[config.mk]
export PLATFORM = sky130hd
export DESIGN_NAME = spla_adapter
export DESIGN_NICKNAME = d
export VERILOG_FILES = /design/src/rtl/spla_pkg.sv /design/src/rtl/spla_bitclk.sv /design/src/rtl/spla_crc16.sv /design/src/rtl/spla_adapter.sv
export SDC_FILE = /design/constraint.sdc
export NUM_CORES = 1
export LEC_CHECK = 0
export BUFFER_PORTS_ARGS = -buffer_cell sky130_fd_sc_hd__buf_4
export CAP_MARGIN = 10
export CELL_PAD_IN_SITES_DETAIL_PLACEMENT = 1
export CELL_PAD_IN_SITES_GLOBAL_PLACEMENT = 1
export CORE_MARGIN = 4
export CORE_UTILIZATION = 48
export DETAILED_ROUTE_END_ITERATION = 7
export PLACE_DENSITY_LB_ADDON = 0.1
export REMOVE_ABC_BUFFERS = 1
export SYNTH_ARGS = -nofsm -noshare
export SYNTH_HDL_FRONTEND = slang
export SYNTH_HIERARCHICAL = 1
export SYNTH_SLANG_ARGS = --single-unit
[constraint.sdc]
create_clock -name clk_i -period 67.5 [get_ports clk_i]
set_input_delay 13.5 -clock clk_i [delete_from_list [all_inputs] [get_ports clk_i]]
set_output_delay 13.5 -clock clk_i [all_outputs]
set_load 0.01 [all_outputs]
[src/rtl/spla_pkg.sv]
package spla_pkg;

   // ----------------------------------------------------------------
   // Register map (byte addresses, one 32-bit word each)
   // ----------------------------------------------------------------
   localparam logic [7:0] REG_CTRL = 8'h00;
   localparam logic [7:0] REG_STAT = 8'h04;
   localparam logic [7:0] REG_TXD = 8'h08;
   localparam logic [7:0] REG_RXD = 8'h0c;

   // Status bit positions, then the control-tag bit of a TXD word
   localparam int ST_BUSY = 0;
   localparam int ST_HOLD = 1;
   localparam int ST_RXV = 2;
   localparam int ST_PERR = 3;
   localparam int ST_OVR = 4;
   localparam int ST_TMO = 5;
   localparam int ST_SPDBAD = 6;
   localparam int ST_DTR = 7;
   localparam int ST_RTS = 8;
   localparam int ST_TEXT = 9;
   localparam int TXD_CTL = 8;

   // ----------------------------------------------------------------
   // Types
   // ----------------------------------------------------------------
   typedef struct packed {
      logic [2:0] speed;
      logic cts_en;
      logic rx_par_chk;
      logic par_odd;
      logic seven;
      logic transp;
      logic bisync;
      logic enable;
   } spla_ctrl_t;

   typedef struct packed {
      logic ctl;
      logic [7:0] data;
   } spla_txw_t;

   typedef enum logic [2:0] {
      TX_IDLE, TX_LEAD, TX_RUN, TX_ESC, TX_FILL, TX_CRC1, TX_CRC2
   } spla_txst_t;

   // Reset values: disabled, async, 9600 bps
   localparam logic [9:0] CTRL_RST = 10'h300;
   localparam logic [2:0] PIN_RST = 3'h1;
   localparam logic [15:0] CRC_INIT = 16'h0000;
   localparam logic [15:0] CRC_POLY_REV = 16'ha001;

   // ----------------------------------------------------------------
   // Link characters and framing
   // ----------------------------------------------------------------
   localparam logic [7:0] SYN_CH = 8'h32;
   localparam logic [7:0] STX_CH = 8'h02;
   localparam logic [7:0] ETX_CH = 8'h03;
   localparam logic [7:0] ETB_CH = 8'h26;
   localparam logic [7:0] EOT_CH = 8'h37;
   localparam logic [7:0] DLE_CH = 8'h10;
   localparam logic [7:0] ENQ_CH = 8'h2d;
   localparam logic [7:0] PAD_CH = 8'hff;
   localparam int LEAD_SYNS = 4;
   localparam logic [3:0] LEN_BSC = 4'h8;
   localparam logic [3:0] LEN_A7 = 4'ha;
   localparam logic [3:0] LEN_A8 = 4'hb;
   localparam logic [3:0] RXB_A7 = 4'h8;
   localparam logic [3:0] RXB_A8 = 4'h9;
   localparam logic [2:0] BSC_LAST = 3'h7;

   // Speed codes
   localparam logic [2:0] SPD_600 = 3'h2;
   localparam logic [2:0] SPD_19200 = 3'h7;

   function automatic int spla_rate(input logic [2:0] code);
      case (code)
         3'h0: spla_rate = 150;
         3'h1: spla_rate = 300;
         3'h2: spla_rate = 600;
         3'h3: spla_rate = 1200;
         3'h4: spla_rate = 2400;
         3'h5: spla_rate = 4800;
         3'h6: spla_rate = 9600;
         default: spla_rate = 19200;
      endcase
   endfunction : spla_rate

endpackage : spla_pkg

[src/rtl/spla_bitclk.sv]
`timescale 1ns/10ps
module spla_bitclk
   import spla_pkg::*;
(
   // System
   input wire logic clk_i,
   input wire logic rst_i,
   // Half period in system clocks
   input wire logic [23:0] half_i,
   // Bit clock and its edges
   output logic bclk_o,
   output logic rise_o,
   output logic fall_o
);

   logic [23:0] cnt;
   wire wrap = (cnt >= half_i - 24'h1);

   always_ff @(posedge clk_i) begin
      if (rst_i) begin
         cnt <= 24'h0;
         bclk_o <= 1'b1;
         rise_o <= 1'b0;
         fall_o <= 1'b0;
      end else begin
         cnt <= wrap ? 24'h0 : cnt + 24'h1;
         bclk_o <= wrap ? !bclk_o : bclk_o;
         rise_o <= wrap && !bclk_o;
         fall_o <= wrap && bclk_o;
      end
   end

endmodule : spla_bitclk

[src/rtl/spla_crc16.sv]
`timescale 1ns/10ps
module spla_crc16
   import spla_pkg::*;
(
   // System
   input wire logic clk_i,
   input wire logic rst_i,
   // Accumulation control
   input wire logic clr_i,
   input wire logic upd_i,
   input wire logic [7:0] byte_i,
   // Result
   output logic [15:0] crc_o
);

   // Bits enter least significant first, as they go on the line
   function automatic logic [15:0] crc_step(input logic [15:0] c, input logic [7:0] b);
      logic [15:0] r;
      r = c;
      for (int i = 0; i < 8; i++) begin
         r = (r[0] ^ b[i]) ? ((r >> 1) ^ CRC_POLY_REV) : (r >> 1);
      end
      crc_step = r;
   endfunction : crc_step

   always_ff @(posedge clk_i) begin
      if (rst_i || clr_i) begin
         crc_o <= CRC_INIT;
      end else if (upd_i) begin
         crc_o <= crc_step(crc_o, byte_i);
      end
   end

endmodule : spla_crc16

[src/rtl/spla_adapter.sv]
// Behaviour
// RULE1 - Far end holds its data line toward us at mark when idle.
// RULE2 - Our outgoing data line sits at mark whenever no character is sent.
// RULE3 - We drive a transmit bit clock; every outgoing bit is timed by it.
// RULE4 - We drive a receive bit clock; incoming bits are sampled with it.
// RULE5 - Far end raises terminal ready when able; honouring it is optional.
// RULE6 - Far end raises request to send when it has data for us.
// RULE7 - Clear to send only follows request to send; dropped to hold off.
// RULE8 - Transmit async or bisync; receive async, bisync responses only.
// RULE9 - Bisync responses pass unchecked to software; no block reception.
// RULE10 - Every bisync transmission starts with four sync characters.
// RULE11 - After a bisync transmission the line stays at mark.
// RULE12 - Data gaps inside a block are filled with sync pairs.
// RULE13 - Far end discards sync fill characters.
// RULE14 - Check runs after start-of-text through terminator, sent right after.
// RULE15 - Sync, pad, inserted escapes and fill are kept out of the check.
// RULE16 - No response after a transmission raises a time-out error.
// RULE17 - Transparent mode puts an escape before each true control character.
// RULE18 - Transparent mode sends a text escape byte as two escapes.
// RULE19 - Far end drops the first of two escapes and keeps the second.
// RULE20 - Start, end, block end, end of transmission, escape, sync, enquiry known.
// RULE21 - Async transmit always adds parity; receive check is configurable.
// RULE22 - 7-bit async receive keeps the parity bit in the top bit.
// RULE23 - 150/300 async only, 600-9600 both, 19200 bisync only.
// RULE24 - Block check is CRC-16, x^16+x^15+x^2+1, two characters.
`timescale 1ns/10ps
module spla_adapter
   import spla_pkg::*;
#(
   parameter int CLK_HZ = 200_000_000,
   parameter int TIMEOUT_CYC = 200_000_000
) (
   // System
   input wire logic clk_i,
   input wire logic rst_i,
   // Wishbone slave
   input wire logic wb_cyc_i,
   input wire logic wb_stb_i,
   input wire logic wb_we_i,
   input wire logic [7:0] wb_adr_i,
   input wire logic [3:0] wb_sel_i,
   input wire logic [31:0] wb_dat_i,
   output logic [31:0] wb_dat_o,
   output logic wb_ack_o,
   // Serial link
   output logic link_txd_o,
   input wire logic link_rxd_i,
   output logic link_txclk_o,
   output logic link_rxclk_o,
   input wire logic link_rts_i,
   input wire logic link_dtr_i,
   output logic link_cts_o
);

   // ----------------------------------------------------------------
   // Pin synchronisers
   // ----------------------------------------------------------------
   logic [2:0] pin_meta;
   logic [2:0] pin_sync;

   always_ff @(posedge clk_i) begin
      if (rst_i) begin
         pin_meta <= PIN_RST;
         pin_sync <= PIN_RST;
      end else begin
         pin_meta <= {link_dtr_i, link_rts_i, link_rxd_i};
         pin_sync <= pin_meta;
      end
   end

   wire rxd_s = pin_sync[0];
   wire rts_s = pin_sync[1];
   wire dtr_s = pin_sync[2];

   // ----------------------------------------------------------------
   // Register state
   // ----------------------------------------------------------------
   spla_ctrl_t cfg;
   spla_txw_t hold;
   logic hold_full;
   logic [7:0] rx_byte;
   logic rx_valid;
   logic perr_flag;
   logic ovr_flag;
   logic tmo_flag;

   // ----------------------------------------------------------------
   // Bus decode
   // ----------------------------------------------------------------
   wire wb_req = wb_cyc_i && wb_stb_i && !wb_ack_o;
   wire wb_wr = wb_req && wb_we_i;
   wire wr_ctrl = wb_wr && (wb_adr_i == REG_CTRL);
   wire wr_stat = wb_wr && (wb_adr_i == REG_STAT) && wb_sel_i[0];
   wire wr_txd = wb_wr && (wb_adr_i == REG_TXD) && wb_sel_i[0] && !hold_full;
   wire rd_rxd = wb_req && !wb_we_i && (wb_adr_i == REG_RXD);

   wire speed_ok = cfg.bisync ? (cfg.speed >= SPD_600) : (cfg.speed != SPD_19200); // RULE23
   wire tx_ok = cfg.enable && speed_ok;

   // ----------------------------------------------------------------
   // Bit clocks
   // ----------------------------------------------------------------
   wire [23:0] half = 24'(CLK_HZ / (2 * spla_rate(cfg.speed)));
   wire tx_fall;
   wire rx_rise;

   spla_bitclk u_txclk (
      .clk_i (clk_i),
      .rst_i (rst_i),
      .half_i (half),
      .bclk_o (link_txclk_o),
      .rise_o (),
      .fall_o (tx_fall)
   );

   spla_bitclk u_rxclk (
      .clk_i (clk_i),
      .rst_i (rst_i),
      .half_i (half),
      .bclk_o (link_rxclk_o),
      .rise_o (rx_rise),
      .fall_o ()
   );

   // ----------------------------------------------------------------
   // Transmit character analysis
   // ----------------------------------------------------------------
   function automatic logic is_ctl(input logic [7:0] c);
      is_ctl = (c == STX_CH) || (c == ETX_CH) || (c == ETB_CH) || (c == EOT_CH)
         || (c == DLE_CH) || (c == SYN_CH) || (c == ENQ_CH); // RULE20
   endfunction : is_ctl

   wire [7:0] h = hold.data;
   // Transparent text can carry any code, so only a tagged byte frames
   wire h_ctl = cfg.transp ? hold.ctl : is_ctl(h); // RULE20
   wire h_stx = h_ctl && (h == STX_CH);
   wire h_term = h_ctl && ((h == ETX_CH) || (h == ETB_CH));
   wire h_fill = (h == SYN_CH) || (h == PAD_CH);
   wire h_skip = cfg.transp ? (hold.ctl && h_fill) : h_fill; // RULE15
   wire needs_esc = cfg.transp && (hold.ctl || h == DLE_CH); // RULE17 RULE18

   // ----------------------------------------------------------------
   // Transmit sequencer
   // ----------------------------------------------------------------
   spla_txst_t tx_st;
   spla_txst_t next_st;
   logic [1:0] lead_cnt;
   logic [1:0] next_lead;
   logic in_text;
   logic next_text;
   logic [10:0] shreg;
   logic [3:0] bits_left;
   logic [15:0] crc;
   logic take;
   logic ld;
   logic send_h;
   logic crc_clr;
   logic crc_upd;
   logic tmo_go;
   logic [7:0] ch;

   wire bnd = tx_fall && (bits_left == 4'h0);

   always_comb begin
      take = 1'b0;
      ld = 1'b0;
      send_h = 1'b0;
      crc_clr = 1'b0;
      crc_upd = 1'b0;
      tmo_go = 1'b0;
      ch = SYN_CH;
      next_st = tx_st;
      next_lead = lead_cnt;
      next_text = in_text;
      case (tx_st)
         TX_IDLE: begin
            if (hold_full && tx_ok) begin
               ld = 1'b1;
               if (cfg.bisync) begin
                  next_st = TX_LEAD; // RULE10
                  next_lead = 2'h1;
               end else begin
                  take = 1'b1;
                  ch = h;
               end
            end
         end
         TX_LEAD: begin
            ld = 1'b1;
            next_lead = lead_cnt + 2'h1;
            if (lead_cnt == 2'(LEAD_SYNS - 1)) begin
               next_st = TX_RUN; // RULE10
            end
         end
         TX_RUN: begin
            if (hold_full) begin
               ld = 1'b1;
               if (needs_esc) begin
                  ch = DLE_CH; // RULE17 RULE18
                  next_st = TX_ESC;
               end else begin
                  send_h = 1'b1;
               end
            end else if (in_text) begin
               ld = 1'b1;
               ch = cfg.transp ? DLE_CH : SYN_CH; // RULE12 RULE17
               next_st = TX_FILL;
            end else begin
               next_st = TX_IDLE; // RULE11
               tmo_go = 1'b1; // RULE16
            end
         end
         TX_ESC: begin
            ld = 1'b1;
            send_h = 1'b1;
         end
         TX_FILL: begin
            ld = 1'b1; // RULE12
            next_st = TX_RUN;
         end
         TX_CRC1: begin
            ld = 1'b1;
            ch = crc[7:0]; // RULE14 RULE24
            next_st = TX_CRC2;
         end
         TX_CRC2: begin
            ld = 1'b1;
            ch = crc[15:8]; // RULE14 RULE24
            next_st = TX_RUN;
         end
         default: begin
            next_st = TX_IDLE;
         end
      endcase
      if (send_h) begin
         take = 1'b1;
         ch = h;
         next_st = TX_RUN;
         crc_upd = in_text && !h_skip; // RULE15
         if (!in_text && h_stx) begin
            next_text = 1'b1; // RULE14
            crc_clr = 1'b1;
         end
         if (in_text && h_term) begin
            next_text = 1'b0; // RULE14
            next_st = TX_CRC1;
         end
      end
   end

   spla_crc16 u_crc (
      .clk_i (clk_i),
      .rst_i (rst_i),
      .clr_i (bnd && crc_clr),
      .upd_i (bnd && crc_upd),
      .byte_i (ch),
      .crc_o (crc)
   );

   // Character frames, least significant bit first
   wire par = (^ch[6:0]) ^ (ch[7] && !cfg.seven) ^ cfg.par_odd; // RULE21
   wire [10:0] frame = cfg.bisync ? {3'h7, ch}
      : (cfg.seven ? {2'h3, par, ch[6:0], 1'b0} : {1'b1, par, ch, 1'b0});
   wire [3:0] flen = cfg.bisync ? LEN_BSC : (cfg.seven ? LEN_A7 : LEN_A8);

   always_ff @(posedge clk_i) begin
      if (rst_i || !cfg.enable) begin
         tx_st <= TX_IDLE;
         lead_cnt <= 2'h0;
         in_text <= 1'b0;
         shreg <= 11'h7ff;
         bits_left <= 4'h0;
         link_txd_o <= 1'b1;
      end else if (bnd) begin
         tx_st <= next_st;
         lead_cnt <= next_lead;
         in_text <= next_text;
         shreg <= {1'b1, frame[10:1]};
         bits_left <= ld ? flen - 4'h1 : 4'h0;
         link_txd_o <= ld ? frame[0] : 1'b1; // RULE2 RULE3 RULE11
      end else if (tx_fall) begin
         shreg <= {1'b1, shreg[10:1]};
         bits_left <= bits_left - 4'h1;
         link_txd_o <= shreg[0]; // RULE3
      end
   end

   // ----------------------------------------------------------------
   // Receiver
   // ----------------------------------------------------------------
   logic [8:0] rx_sh;
   logic [3:0] rx_cnt;
   logic rx_act;

   // The far end idles at mark, so a space marks a start bit
   wire [8:0] rx_next = {rxd_s, rx_sh[8:1]}; // RULE1 RULE4
   wire [3:0] rx_nbits = cfg.seven ? RXB_A7 : RXB_A8;
   wire [7:0] bs_char = rx_next[8:1];
   wire bs_end = rx_act && (rx_cnt[2:0] == BSC_LAST);
   wire a_end = rx_act && (rx_cnt == rx_nbits);
   wire [7:0] a_char = cfg.seven ? rx_sh[8:1] : rx_sh[7:0]; // RULE22
   wire a_bad = cfg.rx_par_chk && (((cfg.seven ? ^rx_sh[8:1] : ^rx_sh) ^ cfg.par_odd) != 1'b0);
   // Responses go up raw; software validates them
   wire bs_put = bs_end && (bs_char != SYN_CH) && (bs_char != PAD_CH); // RULE8 RULE9
   wire rx_put = cfg.enable && rx_rise && (cfg.bisync ? bs_put : a_end);
   wire [7:0] rx_char = cfg.bisync ? bs_char : a_char;
   wire rx_perr = rx_put && !cfg.bisync && a_bad; // RULE21

   always_ff @(posedge clk_i) begin
      if (rst_i || !cfg.enable) begin
         rx_sh <= 9'h1ff;
         rx_cnt <= 4'h0;
         rx_act <= 1'b0;
      end else if (rx_rise) begin
         if (cfg.bisync) begin
            rx_sh <= rx_next; // RULE4
            if (!rx_act) begin
               rx_act <= (bs_char == SYN_CH);
               rx_cnt <= 4'h0;
            end else if (bs_end) begin
               rx_act <= (bs_char != PAD_CH);
               rx_cnt <= 4'h0;
            end else begin
               rx_cnt <= rx_cnt + 4'h1;
            end
         end else if (!rx_act) begin
            rx_act <= !rxd_s;
            rx_cnt <= 4'h0;
         end else if (a_end) begin
            rx_act <= 1'b0;
         end else begin
            rx_sh <= rx_next; // RULE4
            rx_cnt <= rx_cnt + 4'h1;
         end
      end
   end

   // ----------------------------------------------------------------
   // Response time-out
   // ----------------------------------------------------------------
   logic tmo_arm;
   logic [31:0] tmo_cnt;
   wire tmo_hit = tmo_arm && (tmo_cnt == 32'(TIMEOUT_CYC - 1));

   always_ff @(posedge clk_i) begin
      if (rst_i || !cfg.enable || rx_put) begin
         tmo_arm <= 1'b0;
         tmo_cnt <= 32'h0;
      end else if (bnd && (tmo_go || next_st == TX_LEAD)) begin
         tmo_arm <= tmo_go; // RULE16
         tmo_cnt <= 32'h0;
      end else if (tmo_arm) begin
         tmo_arm <= !tmo_hit;
         tmo_cnt <= tmo_cnt + 32'h1;
      end
   end

   // ----------------------------------------------------------------
   // Registers and bus answer
   // ----------------------------------------------------------------
   wire tx_busy = (tx_st != TX_IDLE) || (bits_left != 4'h0);
   wire [31:0] stat = {22'h0, in_text, rts_s, dtr_s, !speed_ok, tmo_flag, ovr_flag,
      perr_flag, rx_valid, hold_full, tx_busy};
   wire [31:0] rdata = (wb_adr_i == REG_CTRL) ? {22'h0, cfg}
      : (wb_adr_i == REG_STAT) ? stat
      : (wb_adr_i == REG_RXD) ? {24'h0, rx_byte} : 32'h0;

   always_ff @(posedge clk_i) begin
      if (rst_i) begin
         wb_ack_o <= 1'b0;
         wb_dat_o <= 32'h0;
      end else begin
         wb_ack_o <= wb_req;
         wb_dat_o <= (wb_req && !wb_we_i) ? rdata : 32'h0;
      end
   end

   always_ff @(posedge clk_i) begin
      if (rst_i) begin
         cfg <= CTRL_RST;
      end else if (wr_ctrl) begin
         cfg[7:0] <= wb_sel_i[0] ? wb_dat_i[7:0] : cfg[7:0];
         cfg[9:8] <= wb_sel_i[1] ? wb_dat_i[9:8] : cfg[9:8];
      end
   end

   // A full holding word refuses further writes; software polls
   always_ff @(posedge clk_i) begin
      if (rst_i) begin
         hold_full <= 1'b0;
         hold <= '0;
      end else if (wr_txd) begin
         hold_full <= 1'b1;
         hold <= {wb_sel_i[1] && wb_dat_i[TXD_CTL], wb_dat_i[7:0]};
      end else if (bnd && take) begin
         hold_full <= 1'b0;
      end
   end

   // Hardware set wins over a clear in the same cycle
   always_ff @(posedge clk_i) begin
      if (rst_i) begin
         rx_byte <= 8'h0;
         rx_valid <= 1'b0;
         perr_flag <= 1'b0;
         ovr_flag <= 1'b0;
         tmo_flag <= 1'b0;
      end else begin
         rx_byte <= rx_put ? rx_char : rx_byte;
         rx_valid <= rx_put || (rx_valid && !rd_rxd);
         perr_flag <= rx_perr || (perr_flag && !(wr_stat && wb_dat_i[ST_PERR]));
         ovr_flag <= (rx_put && rx_valid && !rd_rxd)
            || (ovr_flag && !(wr_stat && wb_dat_i[ST_OVR]));
         tmo_flag <= tmo_hit || (tmo_flag && !(wr_stat && wb_dat_i[ST_TMO])); // RULE16
      end
   end

   // Clear to send only answers a request, and drops while a byte waits
   always_ff @(posedge clk_i) begin
      if (rst_i) begin
         link_cts_o <= 1'b0;
      end else begin
         link_cts_o <= cfg.enable && cfg.cts_en && rts_s && !rx_valid; // RULE6 RULE7
      end
   end

endmodule : spla_adapter

# After elaboration in Yosys (flattened, before gate mapping)
# Cells that the tools add are included.
# word_totals
output_inout_bits	37
elab_cells	311
regBits	208
in_bits	52
# classes
n_bitwise	20
n_div	1
magnitude_cmp	3
add_sub_neg	8
n_reduce_logical	114
eq_ne	36
mux	88
# ops
cell	count
2-to-1 mux 16 bit	8
case mux 15 bit (7 select lines)	1
2-to-1 mux 10 bit	6
2-to-1 mux 8 bit	7
logical AND 1 bit	51
adder 24 x 1 -> 24 bit (second input constant)	2
>= comparator 24 bit	2
equality test 8 x 6 -> 1 bit (second input constant)	5
2-to-1 mux 1 bit	36
adder 32 x 1 -> 32 bit (second input constant)	1
divider 29 x 32 -> 32 bit (first input constant)	1
equality test 32 x 28 -> 1 bit (second input constant)	1
2-to-1 mux 4 bit	8
case mux 8 bit (4 select lines)	1
2-to-1 mux 9 bit	3
2-to-1 mux 3 bit	8
inverter 2 -> 3 bit	8
subtractor 24 x 1 -> 24 bit (second input constant)	1
equality test 3 bit (second input constant)	7
logical NOT 1 bit	18
logical OR 1 bit	18
2-to-1 mux 6 bit	3
case mux 3 bit (6 select lines)	1
equality test 8 x 2 -> 1 bit (second input constant)	2
other kinds (37)	71

# Logic depth before layout (Yosys ltp)
# logic_depth
ltp_word	23
mapped_depth	315
mapped_depth_nobuf	280

# By module
# The synthesis kept the hierarchy.
# by_module_without_submodules
module	area_per_inst_um2	seq_area_each_um2	instances	cells_each
spla_adapter	26020.0	2342.2	1	3801
spla_bitclk (u_txclk)	2054.5	540.5	1	238
spla_bitclk (u_rxclk)	2023.2	540.5	1	241
spla_crc16	778.2	320.3	1	78

# Worst setup path before layout
# OpenSTA, ideal clock, no wires.
# synth_timing
kind	reg-to-reg
from	register cfg[9] (netlist name)
to	register u_txclk.cnt[19]
period_less_slack_ns	55.939
t_arrival_ns	55.875
required_ns	67.436
stages_incl_launch_ff	294
setup_ns	0.064
path_buffers	35
path_slack_ns	11.561
path_cell_list	dfxtp_1 clkbuf_1 inv_2 clkbuf_1 xnor2_1 clkinv_1 clkbuf_1 a21oi_1 ha_1 nand2_1 o31ai_1 nand2_1 inv_2 nand2_1 o31ai_1 ha_1 nor2_1 a21oi_1 [... 258 more ...] nand4_1 a2111o_1 inv_1 ha_1 nand3_2 or4_4 nand2b_4 nor4_4 xnor2_1 ha_1 nand4_1 nor3_1 a21oi_1 o211ai_1 or3b_1 buf_2 buf_6 nor2_1
# synth_via
elab_chain_cells	6
word_cells_on_any_way	12
cone_classes	add/sub (1); div (1); order compare (1); eq/ne (6); mux (1); reduce/logical (2)
# synth_lines
element	line_no	text
start, declared	spla_adapter.sv:78	spla_ctrl_t cfg;
equality test 3 bit, or another cell as far along	spla_pkg.sv:77	case (code)
case mux 15 bit (7 select lines) *	spla_pkg.sv:77	
divider 29 x 32 -> 32 bit *	spla_adapter.sv:103	wire [23:0] half = 24'(CLK_HZ / (2 * spla_rate(cfg.speed)));
named net half[22]	spla_adapter.sv:103	
subtractor 24 x 1 -> 24 bit *	spla_bitclk.sv:17	wire wrap = (cnt >= half_i - 24'h1);
>= comparator 24 bit *	spla_bitclk.sv:17	
OR reduction 2 bit (no line) *	n/a	
end signal, assigned	spla_bitclk.sv:26	cnt <= wrap ? 24'h0 : cnt + 24'h1;
end, declared	spla_bitclk.sv:16	logic [23:0] cnt;
# The timed path passes the listed nets; every way through them passes the cells marked *.
# A chain may end at the register's enable or synchronous reset.

# Worst setup path in the final report
# layout_timing
from	register cfg[8] (netlist name)
to	register u_txclk.cnt[13]
# Same word-level chain as after synthesis.

==> results_dict.tcl <==
set metrics [dict create \
    fin_area_mm2 0.03282 \
    clock_sinks 185 \
    port_buffers 42 \
    slew_headroom 0.2673 \
    final-setup-viol-count 0 \
    root_buffer "clkbuf_16" \
    grtUsageTotal 0.3609 \
    power_density_mw_per_mm2 24.42 \
    grt_antenna_before_repair 2 \
    placed_area_mm2 0.03199 \
    num-nets-final 4664 \
    crit_path_max_fanout 38 \
    cts_tree "yes" \
    crit_path_frequent_cell "a21oi_1" \
    endpoint_kind "flip-flop" \
    cp-start-kind "flip-flop" \
    synth.cell_area_mm2 0.03082 \
    drt_wl_total_um 128200 \
    row_count 92 \
    worstHoldPathType "reg -> reg" \
    coreArea_mm2 0.06331 \
    drive_gt1_frac 0.08662 \
    post_drt_wl_per_cell_um 24.71 \
    crit_slowest_cell "o31a_1" \
    grt_pass1_wl_um 195800 \
    ir_drop_mv 0.03290 \
    die_x_um 261.4 \
    globalplace.congestion 1.006 \
    slew_violations 0 \
    first_pass_iters 6 \
    vias_per_cell 6.628 \
    synth_warnings 6 \
    pin_count 89 \
    worst-setup-path-type "reg -> reg" \
    start_util 0.4868 \
    finalCriticalPeriod_ns 63.45 \
    overflow 0 \
    worst_slew_pin_slew_ns 1.088 \
    status "complete, no violations" \
    place_ws_ns 2.873 \
    syn_to_final_growth_pct 6.475 \
    placed_cells 5146 \
    maxCapViolations 0 \
    slowest_delay_ns 0.63 \
    synth.avg_cell_area_um2 7.079 \
    dr_total_vias 34380 \
    post-dp-hpwl_um 97490 \
    fillers 8332 \
    fmax_mhz 15.76 \
    grt_pass1_vias 33500 \
    dieHeight_um 261.4 \
    leakagePower_nw 12.84 \
    drt_iter0_markers 3075 \
    finalHoldViolations 0 \
    finalWorstSetupSlack_ns 4.053 \
    timing.final.crit_share 0.9400 \
    critical_path_arrival_ns 63.78 \
    grt_start_max_net_pins 51 \
    required_ns 67.83 \
    setup-tns-final_ns 0 \
    drtAntennaViolNets 0 \
    final-instance-count-excl-fill 5188 \
    numCtsBuffers 17 \
    cts.path.max_buffers 2 \
    h-tree-depth 4 \
    netlist_instances 4354 \
    clk_pin_slew_ns 0.07 \
    finalClockSkew_ns 0.01340 \
    clkLatencyLatePin_ns 0.45 \
    drc 0 \
    die-area_mm2 0.06833 \
]
-- power breakdown --
part           switching (mW)  internal, mW  leakage [nW]  total [mW]
sequential           0.000489         0.110          1.49       0.110
combinational           0.381         0.193          11.0       0.575
clock                  0.0477        0.0691         0.332       0.117
-- cell type report --
class                   instances  area [um2]  share of cell area
inverters                     147       573.1             0.01746
well taps                     846        1059             0.03225
clock buffers                  19       452.9             0.01380
diodes                          1       2.502          0.00007625
repair buffers                133       998.5             0.03042
clock inverters                13       229.0            0.006977
multi-input cells            3844       25800              0.7861
flip-flops and latches        185        3705              0.1129
-- sequential cells by signal, indices dropped and copies added, names as in the netlist, 2 cells and up --
name,count
bits_left,4
cfg,10
h,8
lead_cnt,2
pin_meta,3
pin_sync,3
rx_byte,8
rx_cnt,4
rx_sh,9
shreg,9
tmo_cnt,32
tx_st,3
u_crc/crc_o,16
u_rxclk/cnt,24
u_txclk/cnt,24
wb_dat_o,10
-- cell usage in the layout, fill, tap and decap left out, types with 40 or more instances in the layout --
cell type,n
inv_1,116
nand4_1,85
nand2b_1,69
a21o_1,104
buf_4,133
nor3_1,122
xnor2_1,209
xor2_1,143
mux2i_1,72
nand3_1,165
nor2b_1,50
a211oi_1,57
ha_1,279
o21ai_0,223
a21oi_1,362
and3_1,45
and2_1,45
o211ai_1,62
nand2_1,441
a31oi_1,55
nor2_1,501
o21a_1,40
dfxtp_1,184
-- critical path: cells and delay by family, from the launching register on --
family | cells | cell delay, ns
adders and majority gates | 26 | 8.71
muxes | 2 | 0.81
buffers and inverters | 39 | 8.93
DFF | 1 | 0.34
xor gates and xnor gates | 2 | 0.26
AOI/OAI and AO/OA | 132 | 29.05
and+or+nand+nor | 76 | 14.89
-- per-stage QoR --
stage / power, mW / hold WS, ns / util
after floorplan: 0.5156 / 0.3895 / -
after global placement: 0.6558 / 0.3997 / 0.5053
after detailed placement: 0.6627 / 0.3988 / 0.5053
after CTS: 0.7826 / 0.4159 / 0.5161
after global routing: 0.8531 / 0.4413 / 0.5184
final: 0.8015 / 0.4147 / 0.5184
-- metal layers --
metal	track usage	wire length [um]	vias to the layer above
li1	-	-	15980
met1	0.4967	57120	16790
met2	0.5731	55560	1281
met3	0.06276	10540	333
met4	0.1192	4954	2
met5	0	19	-
-- final timing paths --
kind / startpoint / to / slack (ns) / cells past startpoint
setup / recovery: cfg[8]$_SDFFE_PP1P_ / u_txclk/cnt[13]$_SDFF_PP0_ / 4.05 / 277
hold / removal: pin_meta[0]$_SDFF_PP1_ / pin_sync[0]$_SDFF_PP1_ / 0.41 / 1
setup reg to reg: cfg[8]$_SDFFE_PP1P_ / u_txclk/cnt[13]$_SDFF_PP0_ / 4.05 / 277
hold reg to reg: pin_meta[0]$_SDFF_PP1_ / pin_sync[0]$_SDFF_PP1_ / 0.41 / 1
-- what timing repair did --
item,in CTS,in global routing
hold buffers,0,0
gates resized for setup,0,17
endpoints found under the setup margin,0,52
buffers inserted,0,9
Note: power is estimated with default switching activity, not from simulation.
